File: config.mk
export PLATFORM = sky130hd
export DESIGN_NAME = sisr_top
export DESIGN_NICKNAME = d
export VERILOG_FILES = /design/src/hw/sisr_pkg.sv /design/src/hw/sisr_top.sv /design/src/hw/sisr_result_pair.sv
export SDC_FILE = /design/constraint.sdc
export NUM_CORES = 1
export LEC_CHECK = 0
export BUFFER_PORTS_ARGS = -buffer_cell sky130_fd_sc_hd__buf_4
export CELL_PAD_IN_SITES_DETAIL_PLACEMENT = 0
export CELL_PAD_IN_SITES_GLOBAL_PLACEMENT = 1
export CORE_MARGIN = 3
export CORE_UTILIZATION = 44
export CTS_CLUSTER_DIAMETER = 50
export CTS_CLUSTER_SIZE = 12
export DETAILED_ROUTE_END_ITERATION = 12
export PLACE_DENSITY_LB_ADDON = 0.1
export SYNTH_ARGS = -nofsm -noshare
export SYNTH_HDL_FRONTEND = slang
export SYNTH_SLANG_ARGS = --single-unit
File: constraint.sdc
create_clock -name hclk -period 1.6 [get_ports hclk]
set_input_delay 0.32 -clock hclk [delete_from_list [all_inputs] [get_ports hclk]]
set_output_delay 0.32 -clock hclk [all_outputs]
set_load 0.01 [all_outputs]
File: src/hw/sisr_pkg.sv
/*
  Shared constants and carrier types for the switch input status readback bank.
  Assumes a single 50 MHz register clock domain and an AHB-Lite register bus
  with 32-bit data, one aligned word per register.
*/
package sisr_pkg;

	// Bus and register widths
	localparam int unsigned BUS_W = 32;
	localparam int unsigned REG_W = 24;
	localparam int unsigned IDX_W = 8;
	localparam int unsigned BYTE_SHIFT = 2;

	// Register indices; the byte address is four times the index
	localparam logic [7:0] IDX_MATRIX_UPPER = 8'h09;
	localparam logic [7:0] IDX_ANA_0_1 = 8'h0A;
	localparam logic [7:0] IDX_ANA_2_3 = 8'h0B;
	localparam logic [7:0] IDX_ANA_4_5 = 8'h0C;
	localparam logic [7:0] IDX_ANA_6_7 = 8'h0D;
	localparam logic [7:0] IDX_ANA_8_9 = 8'h0E;
	localparam logic [7:0] IDX_UPDATE_FLAGS = 8'h20;

	// Conversion result layout inside an analog result register
	localparam int unsigned RESULT_W = 10;
	localparam int unsigned NUM_PAIRS = 5;
	localparam int unsigned LO_LSB = 0;
	localparam int unsigned HI_LSB = 10;
	localparam int unsigned RSVD_LSB = 20;
	localparam int unsigned RSVD_W = 4;
	localparam logic [3:0] MAX_CHANNEL = 4'h9;

	// Matrix comparison layout inside the upper matrix register
	localparam int unsigned MAT_W = 6;
	localparam int unsigned MAT14_LSB = 0;
	localparam int unsigned MAT15_LSB = 6;

	// Update flag register layout: one bit per result pair, then the matrix bit
	localparam int unsigned NUM_FLAGS = 6;
	localparam int unsigned FLAG_MATRIX = 5;

	// Reset values
	localparam logic [23:0] REG_RESET = 24'h000000;
	localparam logic [31:0] WORD_ZERO = 32'h00000000;

	// AHB-Lite encodings
	localparam int unsigned HTRANS_ACTIVE_BIT = 1;
	localparam logic HRESP_OKAY = 1'h0;

	// New conversion result from the converter sequencer
	typedef struct packed {
		logic valid;
		logic [3:0] channel;
		logic [9:0] value;
	} sisr_conv_update_t;

	// New matrix comparison snapshot; bit k of each vector is drive input k+4
	typedef struct packed {
		logic valid;
		logic [5:0] sense15;
		logic [5:0] sense14;
	} sisr_matrix_update_t;

endpackage

File: src/hw/sisr_top.sv
/*
  Status bank with write-one-to-clear update flags for a switch monitor: matrix comparison bits for
  sense inputs 14 and 15, and packed 10-bit conversion results of inputs 0..9,
  reached over an AHB-Lite slave port with zero wait states.
  Assumes the converter and comparator logic run on hclk and deliver one-cycle
  update strobes; the slave is the only one on its bus.
*/
// The AHB-Lite slave port was chosen for this implementation.
`timescale 1ns/1ps

module sisr_top #(
	parameter int unsigned RESULT_W = sisr_pkg::RESULT_W,
	parameter int unsigned NUM_PAIRS = sisr_pkg::NUM_PAIRS
) (
	// Clock and reset
	input wire logic hclk,
	input wire logic hresetn,
	// AHB-Lite slave port
	input wire logic hsel,
	input wire logic [31:0] haddr,
	input wire logic [1:0] htrans,
	input wire logic hwrite,
	input wire logic [2:0] hsize,
	input wire logic [31:0] hwdata,
	input wire logic hready,
	output logic [31:0] hrdata_ff,
	output logic hreadyout_ff,
	output logic hresp_ff,
	// Result producers on the same clock
	input wire sisr_pkg::sisr_conv_update_t conv_update,
	input wire sisr_pkg::sisr_matrix_update_t matrix_update
);

	// Layout below is fixed to ten-bit fields and five pairs
	if (RESULT_W != sisr_pkg::RESULT_W || NUM_PAIRS != sisr_pkg::NUM_PAIRS) begin : g_bad_cfg
		$error("sisr_top supports only ten-bit results in five pairs");
	end

	// Stored fields of every result pair
	logic [RESULT_W-1:0] lo_val [NUM_PAIRS];
	logic [RESULT_W-1:0] hi_val [NUM_PAIRS];
	// Write strobes toward the pairs
	logic [NUM_PAIRS-1:0] wr_lo;
	logic [NUM_PAIRS-1:0] wr_hi;
	// Channel decode of the incoming conversion
	logic ch_ok;
	logic [2:0] ch_pair;
	logic ch_odd;

	// Matrix comparison bits
	logic [sisr_pkg::MAT_W-1:0] sense15_ff;
	logic [sisr_pkg::MAT_W-1:0] sense14_ff;

	// Sticky update flags and their clear path
	logic [sisr_pkg::NUM_FLAGS-1:0] upd_flags_ff;
	logic [sisr_pkg::NUM_FLAGS-1:0] flag_set;
	logic [sisr_pkg::NUM_FLAGS-1:0] flag_clr;

	// Bus address phase decode
	logic xfer_ok;
	logic [sisr_pkg::IDX_W-1:0] a_idx;
	// Pending write remembered for the data phase
	logic wr_pend_ff;
	logic [sisr_pkg::IDX_W-1:0] wr_idx_ff;
	// Word selected by the current read address
	logic [31:0] nxt_rdata;

	// Which pair and which half a conversion lands in
	always_comb begin
		ch_ok = conv_update.valid && (conv_update.channel <= sisr_pkg::MAX_CHANNEL);
		ch_pair = conv_update.channel[3:1];
		ch_odd = conv_update.channel[0];
	end

	// Even channel to the low field, odd channel to the high field
	for (genvar k = 0; k < NUM_PAIRS; k++) begin : g_pair
		// Channels 2k and 2k+1 share register index 0xA+k
		assign wr_lo[k] = ch_ok && (ch_pair == 3'(k)) && !ch_odd;
		assign wr_hi[k] = ch_ok && (ch_pair == 3'(k)) && ch_odd;

		// One stored register per pair, reset to zero
		sisr_result_pair #(
			.W(RESULT_W)
		) u_pair (
			.hclk(hclk),
			.hresetn(hresetn),
			.wr_lo(wr_lo[k]),
			.wr_hi(wr_hi[k]),
			.din(conv_update.value),
			.lo_ff(lo_val[k]),
			.hi_ff(hi_val[k])
		);
	end

	// Matrix snapshot; only a new comparison pass replaces it
	always_ff @(posedge hclk or negedge hresetn) begin
		if (!hresetn) begin
			sense15_ff <= '0;
			sense14_ff <= '0;
		end else if (matrix_update.valid) begin
			// Sense 15 pass results
			sense15_ff <= matrix_update.sense15;
			// Sense 14 pass results
			sense14_ff <= matrix_update.sense14;
		end
	end

	// Flag sources: one per pair, plus the matrix snapshot
	always_comb begin
		flag_set = '0;
		for (int unsigned k = 0; k < NUM_PAIRS; k++) begin
			flag_set[k] = wr_lo[k] || wr_hi[k];
		end
		flag_set[sisr_pkg::FLAG_MATRIX] = matrix_update.valid;
	end

	// Write-one-to-clear on the flag register during a write data phase
	always_comb begin
		flag_clr = '0;
		if (wr_pend_ff && (wr_idx_ff == sisr_pkg::IDX_UPDATE_FLAGS)) begin
			flag_clr = hwdata[sisr_pkg::NUM_FLAGS-1:0];
		end
	end

	// Sticky flags; a fresh result in the clearing cycle keeps its flag
	always_ff @(posedge hclk or negedge hresetn) begin
		if (!hresetn) begin
			upd_flags_ff <= '0;
		end else begin
			upd_flags_ff <= (upd_flags_ff & ~flag_clr) | flag_set;
		end
	end

	// A transfer is taken when selected, active and the bus is ready
	always_comb begin
		xfer_ok = hsel && htrans[sisr_pkg::HTRANS_ACTIVE_BIT] && hready;
		a_idx = haddr[sisr_pkg::BYTE_SHIFT +: sisr_pkg::IDX_W];
	end

	// Remember a write so its data phase can be acted on
	always_ff @(posedge hclk or negedge hresetn) begin
		if (!hresetn) begin
			wr_pend_ff <= 1'b0;
			wr_idx_ff <= '0;
		end else begin
			wr_pend_ff <= xfer_ok && hwrite;
			wr_idx_ff <= a_idx;
		end
	end

	// Builds one analog result word; reserved top bits stay zero
	function automatic logic [31:0] pack_pair(
		input logic [RESULT_W-1:0] hi,
		input logic [RESULT_W-1:0] lo
	);
		logic [31:0] w;
		w = sisr_pkg::WORD_ZERO;
		// Low channel LSB at bit 0, MSB at bit 9
		w[sisr_pkg::LO_LSB +: RESULT_W] = lo;
		// High channel LSB at bit 10, MSB at bit 19
		w[sisr_pkg::HI_LSB +: RESULT_W] = hi;
		// Bits 23:20 are written with zero here; the unused top byte is never written
		w[sisr_pkg::RSVD_LSB +: sisr_pkg::RSVD_W] = '0;
		return w;
	endfunction

	// Read decode; a pure multiplexer, so a read cannot disturb any field
	always_comb begin
		nxt_rdata = sisr_pkg::WORD_ZERO;
		unique case (a_idx)
			sisr_pkg::IDX_MATRIX_UPPER: begin
				// Comparator bits 23:12 belong to another block and read zero
				nxt_rdata[sisr_pkg::MAT15_LSB +: sisr_pkg::MAT_W] = sense15_ff;
				nxt_rdata[sisr_pkg::MAT14_LSB +: sisr_pkg::MAT_W] = sense14_ff;
			end
			sisr_pkg::IDX_ANA_0_1: begin
				nxt_rdata = pack_pair(hi_val[0], lo_val[0]);
			end
			sisr_pkg::IDX_ANA_2_3: begin
				nxt_rdata = pack_pair(hi_val[1], lo_val[1]);
			end
			sisr_pkg::IDX_ANA_4_5: begin
				nxt_rdata = pack_pair(hi_val[2], lo_val[2]);
			end
			sisr_pkg::IDX_ANA_6_7: begin
				nxt_rdata = pack_pair(hi_val[3], lo_val[3]);
			end
			sisr_pkg::IDX_ANA_8_9: begin
				// Exists from reset with all fields zero
				nxt_rdata = pack_pair(hi_val[4], lo_val[4]);
			end
			sisr_pkg::IDX_UPDATE_FLAGS: begin
				nxt_rdata[sisr_pkg::NUM_FLAGS-1:0] = upd_flags_ff;
			end
			default: begin
				// Unmapped addresses read zero with an OKAY answer
				nxt_rdata = sisr_pkg::WORD_ZERO;
			end
		endcase
	end

	// Read data is captured at the address phase edge, so no wait state is needed
	always_ff @(posedge hclk or negedge hresetn) begin
		if (!hresetn) begin
			hrdata_ff <= sisr_pkg::WORD_ZERO;
		end else if (xfer_ok && !hwrite) begin
			hrdata_ff <= nxt_rdata;
		end else begin
			// Writes to status fields fall through here and change nothing
			hrdata_ff <= sisr_pkg::WORD_ZERO;
		end
	end

	// Always ready after reset; every access completes in one data phase
	always_ff @(posedge hclk or negedge hresetn) begin
		if (!hresetn) begin
			hreadyout_ff <= 1'b0;
		end else begin
			hreadyout_ff <= 1'b1;
		end
	end

	// The bank never raises an error, even on unmapped or odd-sized access
	always_ff @(posedge hclk or negedge hresetn) begin
		if (!hresetn) begin
			hresp_ff <= sisr_pkg::HRESP_OKAY;
		end else begin
			hresp_ff <= sisr_pkg::HRESP_OKAY;
		end
	end

endmodule

File: src/hw/sisr_result_pair.sv
/*
  One analog result register: two conversion fields held in flip-flops.
  Assumes write strobes come from logic on the same clock and are one cycle long.
*/
`timescale 1ns/1ps

module sisr_result_pair #(
	parameter int unsigned W = 10
) (
	// Clock and reset
	input wire logic hclk,
	input wire logic hresetn,
	// Update side
	input wire logic wr_lo,
	input wire logic wr_hi,
	input wire logic [W-1:0] din,
	// Stored fields
	output logic [W-1:0] lo_ff,
	output logic [W-1:0] hi_ff
);

	// Even channel field; only a fresh conversion changes it
	always_ff @(posedge hclk or negedge hresetn) begin
		if (!hresetn) begin
			lo_ff <= '0;
		end else if (wr_lo) begin
			lo_ff <= din;
		end
	end

	// Odd channel field
	always_ff @(posedge hclk or negedge hresetn) begin
		if (!hresetn) begin
			hi_ff <= '0;
		end else if (wr_hi) begin
			hi_ff <= din;
		end
	end

endmodule

* Word-level counts from Yosys, hierarchy flattened
Index checks and enable logic that the tools add are counted.
W data, S select, Z words.
** Word-level totals
- Register bits after elaboration :: 160
- Bits of input ports :: 102
** Operators by class
- Muxes and demuxes :: 5
- Magnitude comparators :: 1
- Equal/unequal tests :: 12
- Bitwise gates (word level) :: 3
- Reductions and logical operators :: 29
** Operators with widths (count)
- $eq A8 B4 Y1 const B :: 6
- $pmux W6 S7 :: 1
- $pmux W8 S5 :: 1
- $pmux W6 S6 :: 1
- $mux W32 :: 1
- $logic_and A1 B1 Y1 :: 21
- $eq A8 B6 Y1 const B :: 2
- $and A6 B6 Y6 :: 1
- $eq A3 B2 Y1 const B :: 2
- $mux W6 :: 1
- $not A6 Y6 :: 1
- $or A6 B6 Y6 :: 1
- $logic_or A1 B1 Y1 :: 5
- $le A4 B4 Y1 const B :: 1
- $eq A3 B1 Y1 const B :: 1
- $eq A3 B3 Y1 const B :: 1
- $logic_not A3 Y1 :: 1
- $logic_not A1 Y1 :: 2

* Longest topological paths before layout
- Depth after elaboration :: 6
- Mapped depth :: 6
- Mapped depth without buffers :: 4

* Cells and area by module
From an unflattened synthesis, not the netlist that was laid out.
** Unflattened totals
- Cell total of the unflattened synthesis :: 494
- Area, all modules :: 6955.4 um2
** Modules (own cells, without submodules)
- sisr_result_pair :: cells each 42, times used 5, area each 823.3 um2
- sisr_top :: cells each 284, times used 1, area each 2839.0 um2

* Worst setup path after synthesis
Ideal clock, no wire load.
- Path type :: input to register
- From :: in conv_update[11] in the netlist's numbering
- To :: reg g_pair[1].u_pair.lo_ff[0]
- Stages on the path :: 4
- Arrival :: 1.496 ns
- Data required time :: 1.475 ns
- Path slack :: -0.020 ns
- Cells stage by stage :: buf_2 nand2b_1 nor3_2 mux2_2
** On the way
- Longest elaborated chain between the ends :: 4
- Elaborated cells between the ends (all ways) :: 5
** Ends and longest elaborated chain
- from (decl) :: RTL line sisr_top.sv:30 : input wire sisr_pkg::sisr_conv_update_t conv_update,
- $le A4 B4 Y1 :: RTL line sisr_top.sv:70 : ch_ok = conv_update.valid && (conv_update.channel <= sisr_pkg::MAX_CHANNEL);
- $logic_and A1 B1 Y1 :: RTL line sisr_top.sv:70
- $logic_and A1 B1 Y1 (*) (2 in a row) :: RTL line sisr_top.sv:78 : assign wr_lo[k] = ch_ok && (ch_pair == 3'(k)) && !ch_odd;
- to (signal assigned) :: RTL line sisr_result_pair.sv:27 : lo_ff <= din;
- to (decl) :: RTL line sisr_result_pair.sv:18 : output logic [W-1:0] lo_ff,
Mark *: on every way between the ends. The rest lies on a longest branch, timed or not.
A chain may end at the register's enable or synchronous reset.

* Worst setup path after layout
- From :: reg wr_idx_ff[1] in the netlist's numbering
- To :: reg upd_flags_ff[1] in the netlist's numbering
** On the way
- Longest elaborated chain between the ends :: 6
** Ends and longest elaborated chain
- from (decl) :: RTL line sisr_top.sv:64 : logic [sisr_pkg::IDX_W-1:0] wr_idx_ff;
- from (signal assigned) :: RTL line sisr_top.sv:147 : wr_idx_ff <= a_idx;
- $eq A8 B6 Y1 :: RTL line sisr_top.sv:120 : if (wr_pend_ff && (wr_idx_ff == sisr_pkg::IDX_UPDATE_FLAGS)) begin
- $logic_and A1 B1 Y1 :: RTL line sisr_top.sv:120
- $mux W6 :: RTL line sisr_top.sv:120
- $not A6 Y6 :: RTL line sisr_top.sv:130 : upd_flags_ff <= (upd_flags_ff & ~flag_clr) | flag_set;
- $and A6 B6 Y6 :: RTL line sisr_top.sv:130
- $or A6 B6 Y6 :: RTL line sisr_top.sv:130
- to (signal assigned) :: RTL line sisr_top.sv:130
- to (decl) :: RTL line sisr_top.sv:55 : logic [sisr_pkg::NUM_FLAGS-1:0] upd_flags_ff;
Every way passes these cells.

==> results.ini <==
[clocking]
cts_tree=done
root_buffer=clkbuf_16
clk_latency_ns=0.42
numCtsBuffers=17
cts_hold_buf=1
clkSinkCount=148
post_cts_buffers=0
clockBufferDepth=2
clk_pin_slew_ns=0.06
htreeDepth=4
post_cts_resize_count=0

[floorplanning]
die_h_um=129.3
rows=44
coreArea_um2=14700
die_area_um2=16730
io_pins=136
initial_core_util=0.4553
chipWidth_um=129.3

[setup_path]
path_buf_inv=0
slowest_delay_ns=0.37
crit_type=flop to flop
worstPathRequired_ns=1.92
crit_chain=nor4b_1 > and4_1 > nand2_1 > a21o_1
start_kind=flop
crit_slowest_cell=dfrtp_1
cp-end-kind=flop
cp.arrival_ns=1.74
path_max_fanout=6
critPathTopFamily=simple AND/OR/NAND/NOR gates

[finish]
diodes=0
mostFrequentLayoutCells=dfrtp_1, mux2_2, buf_4, mux2i_1, nand2_1
final_core_utilization=0.5689
layout_commonest_cell=dfrtp_1
drive_above_1_share=0.4578
final_cells=824
fillers=1234
nets=729
syn_to_final_growth_pct=24.96

[sta]
relSlewSlack=0.6512
worst_pin_slew_ns=0.5232
rsz0062_at_grt=false
clock.fmax_ghz=0.7027
layout_min_cycle_time_ns=1.423
setup_viol=0
hold-worst-slack_ns=0.1251
final_hold_viol_count=0
slew_viol_final=0
period_share=0.8894
fin_worst_skew_ns=0.006939

[grt]
grt_antenna_before_repair=0
grt_usage=0.1995
grt_max_degree=53
grt_pass1_wl_um=24960
gr-total-overflow=0
grt_pass1_vias=4552

[pwr]
p_per_area_nw_per_um2=1177
p_total_mw=9.841
peakVddDrop_uv=829.3
power_leakage_nw=3.714

[routing]
viasPerCell=5.353
dr.pass1.iters=4
finalWirelength_um=15740
avgRoutedWirePerCell_um=19.10
vias=4411
ant_nets=0
drt_iter0_drc=253
drc=0

[placement]
dp_cells=791
place_congestion=0.8303
hpwl_um=11040
portBuffers=68

[flow_run]
cap_violations=0

[yosys]
synth_seq_area_share=0.5534
ys.flop_type=dfrtp_1
netlist_area_um2=6693
synth_edf_count=0
synth_seq_cells=148
postSynthCellCount=518
synthDistinctLibCells=46
async_flop_share=1.000
ys_warn_count=0
synth.avg_cell_area_um2=12.92

[outcome]
status=completed

[min_path]
hold_class=primary input to flop

## per-stage QoR
step	TNS, ns	worst slack [ns]	cell area, µm²
6_report	0	0.1769	8363
5_1_grt	0	0.03590	8363
4_1_cts	0	0.1678	8363
3_5_place_dp	-6.107	-0.2306	7776
3_3_place_gp	-7.575	-0.2952	7776
2_1_floorplan	-0.3593	-0.02022	6738
## worst paths after layout
path | start | endpoint | slack [ns] | cells past startpoint
setup / recovery | wr_idx_ff[1] | upd_flags_ff[1] | 0.18 | 4
hold / removal | matrix_update[10] | sense15_ff[4] | 0.13 | 2
setup reg to reg | wr_idx_ff[1] | upd_flags_ff[1] | 0.18 | 4
hold reg to reg | upd_flags_ff[1] | upd_flags_ff[1] | 0.49 | 1
max in group asynchronous | hresetn | g_pair[3].u_pair.lo_ff[9] | 0.61 | 3
min in group asynchronous | hresetn | hrdata_ff[13] | 0.42 | 2
## state kept, by name, summed over array words and instances (netlist names)
| signal | cells |
|---|---|
| wr_idx_ff | 8 |
| hrdata_ff | 20 |
| sense14_ff | 6 |
| g_pair.u_pair.lo_ff | 50 |
| sense15_ff | 6 |
| g_pair.u_pair.hi_ff | 50 |
| wr_pend_ff | 1 |
| hreadyout_ff | 1 |
| upd_flags_ff | 6 |
## logic make-up (layout without fill, tap and decap cells)
| logic type | Yosys count | in the layout | synth area share |
|---|---|---|---|
| multiplexers | 138 | 138 | 0.2275 |
| AND/OR/NAND/NOR | 102 | 102 | 0.09366 |
| buffers and inverters | 47 | 157 | 0.03889 |
| flip-flops | 148 | 148 | 0.5534 |
| other | 2 | 14 | 0.001122 |
| AO/OA/AOI/OAI | 81 | 81 | 0.08544 |
## cell usage after synthesis, types with 2 or more instances
cell	instances	area, µm²
o21ai_0	20	100.1
buf_4	16	120.1
mux2_2	113	1272
mux2i_1	25	250.2
conb_1	2	7.510
a221oi_2	6	90.09
a22oi_1	14	105.1
clkbuf_1	8	30.03
nor3_4	2	32.53
nand2b_1	3	18.77
a211o_1	5	43.79
and2_1	10	62.56
a21oi_1	20	100.1
dfrtp_1	148	3704
nor2b_1	4	25.02
or2_2	6	37.54
buf_6	2	22.52
nor4_4	2	42.54
a21o_1	6	45.04
and2_0	4	25.02
nand2_2	2	12.51
buf_2	7	35.03
buf_1	13	48.80
nor2_1	19	71.32
and4_1	2	17.52
a31oi_1	7	43.79
nor3_1	4	20.02
nand2_1	24	90.09
nand3b_1	7	52.55
## layer usage
| metal | share of wire | vias up | GRT usage |
|---|---|---|---|
| li1 | - | 2050 | - |
| met1 | 0.46 | 2267 | 0.2685 |
| met2 | 0.49 | 79 | 0.3247 |
| met3 | 0.038 | 15 | 0.04823 |
| met4 | 0.010 | 0 | 0.05559 |
| met5 | 0 | - | 0 |
## report_power, final
part | switching (mW) | internal, mW | total (mW)
Combinational | 0.549 | 0.764 | 1.31
Clock | 1.60 | 2.24 | 3.84
Sequential | 0.304 | 4.38 | 4.69
Total | 2.45 | 7.39 | 9.84
## cell type report
class	count	area, µm²	area share
multi-input cells	335	2774	0.3317
clock inverters	13	123.9	0.01481
clock buffers	19	452.9	0.05416
flip-flops and latches	148	3704	0.4428
repair buffers	124	1075	0.1285
well taps	184	230.2	0.02753
inverters	1	3.754	0.0004488
No activity file was read; power rests on OpenSTA's default activity.
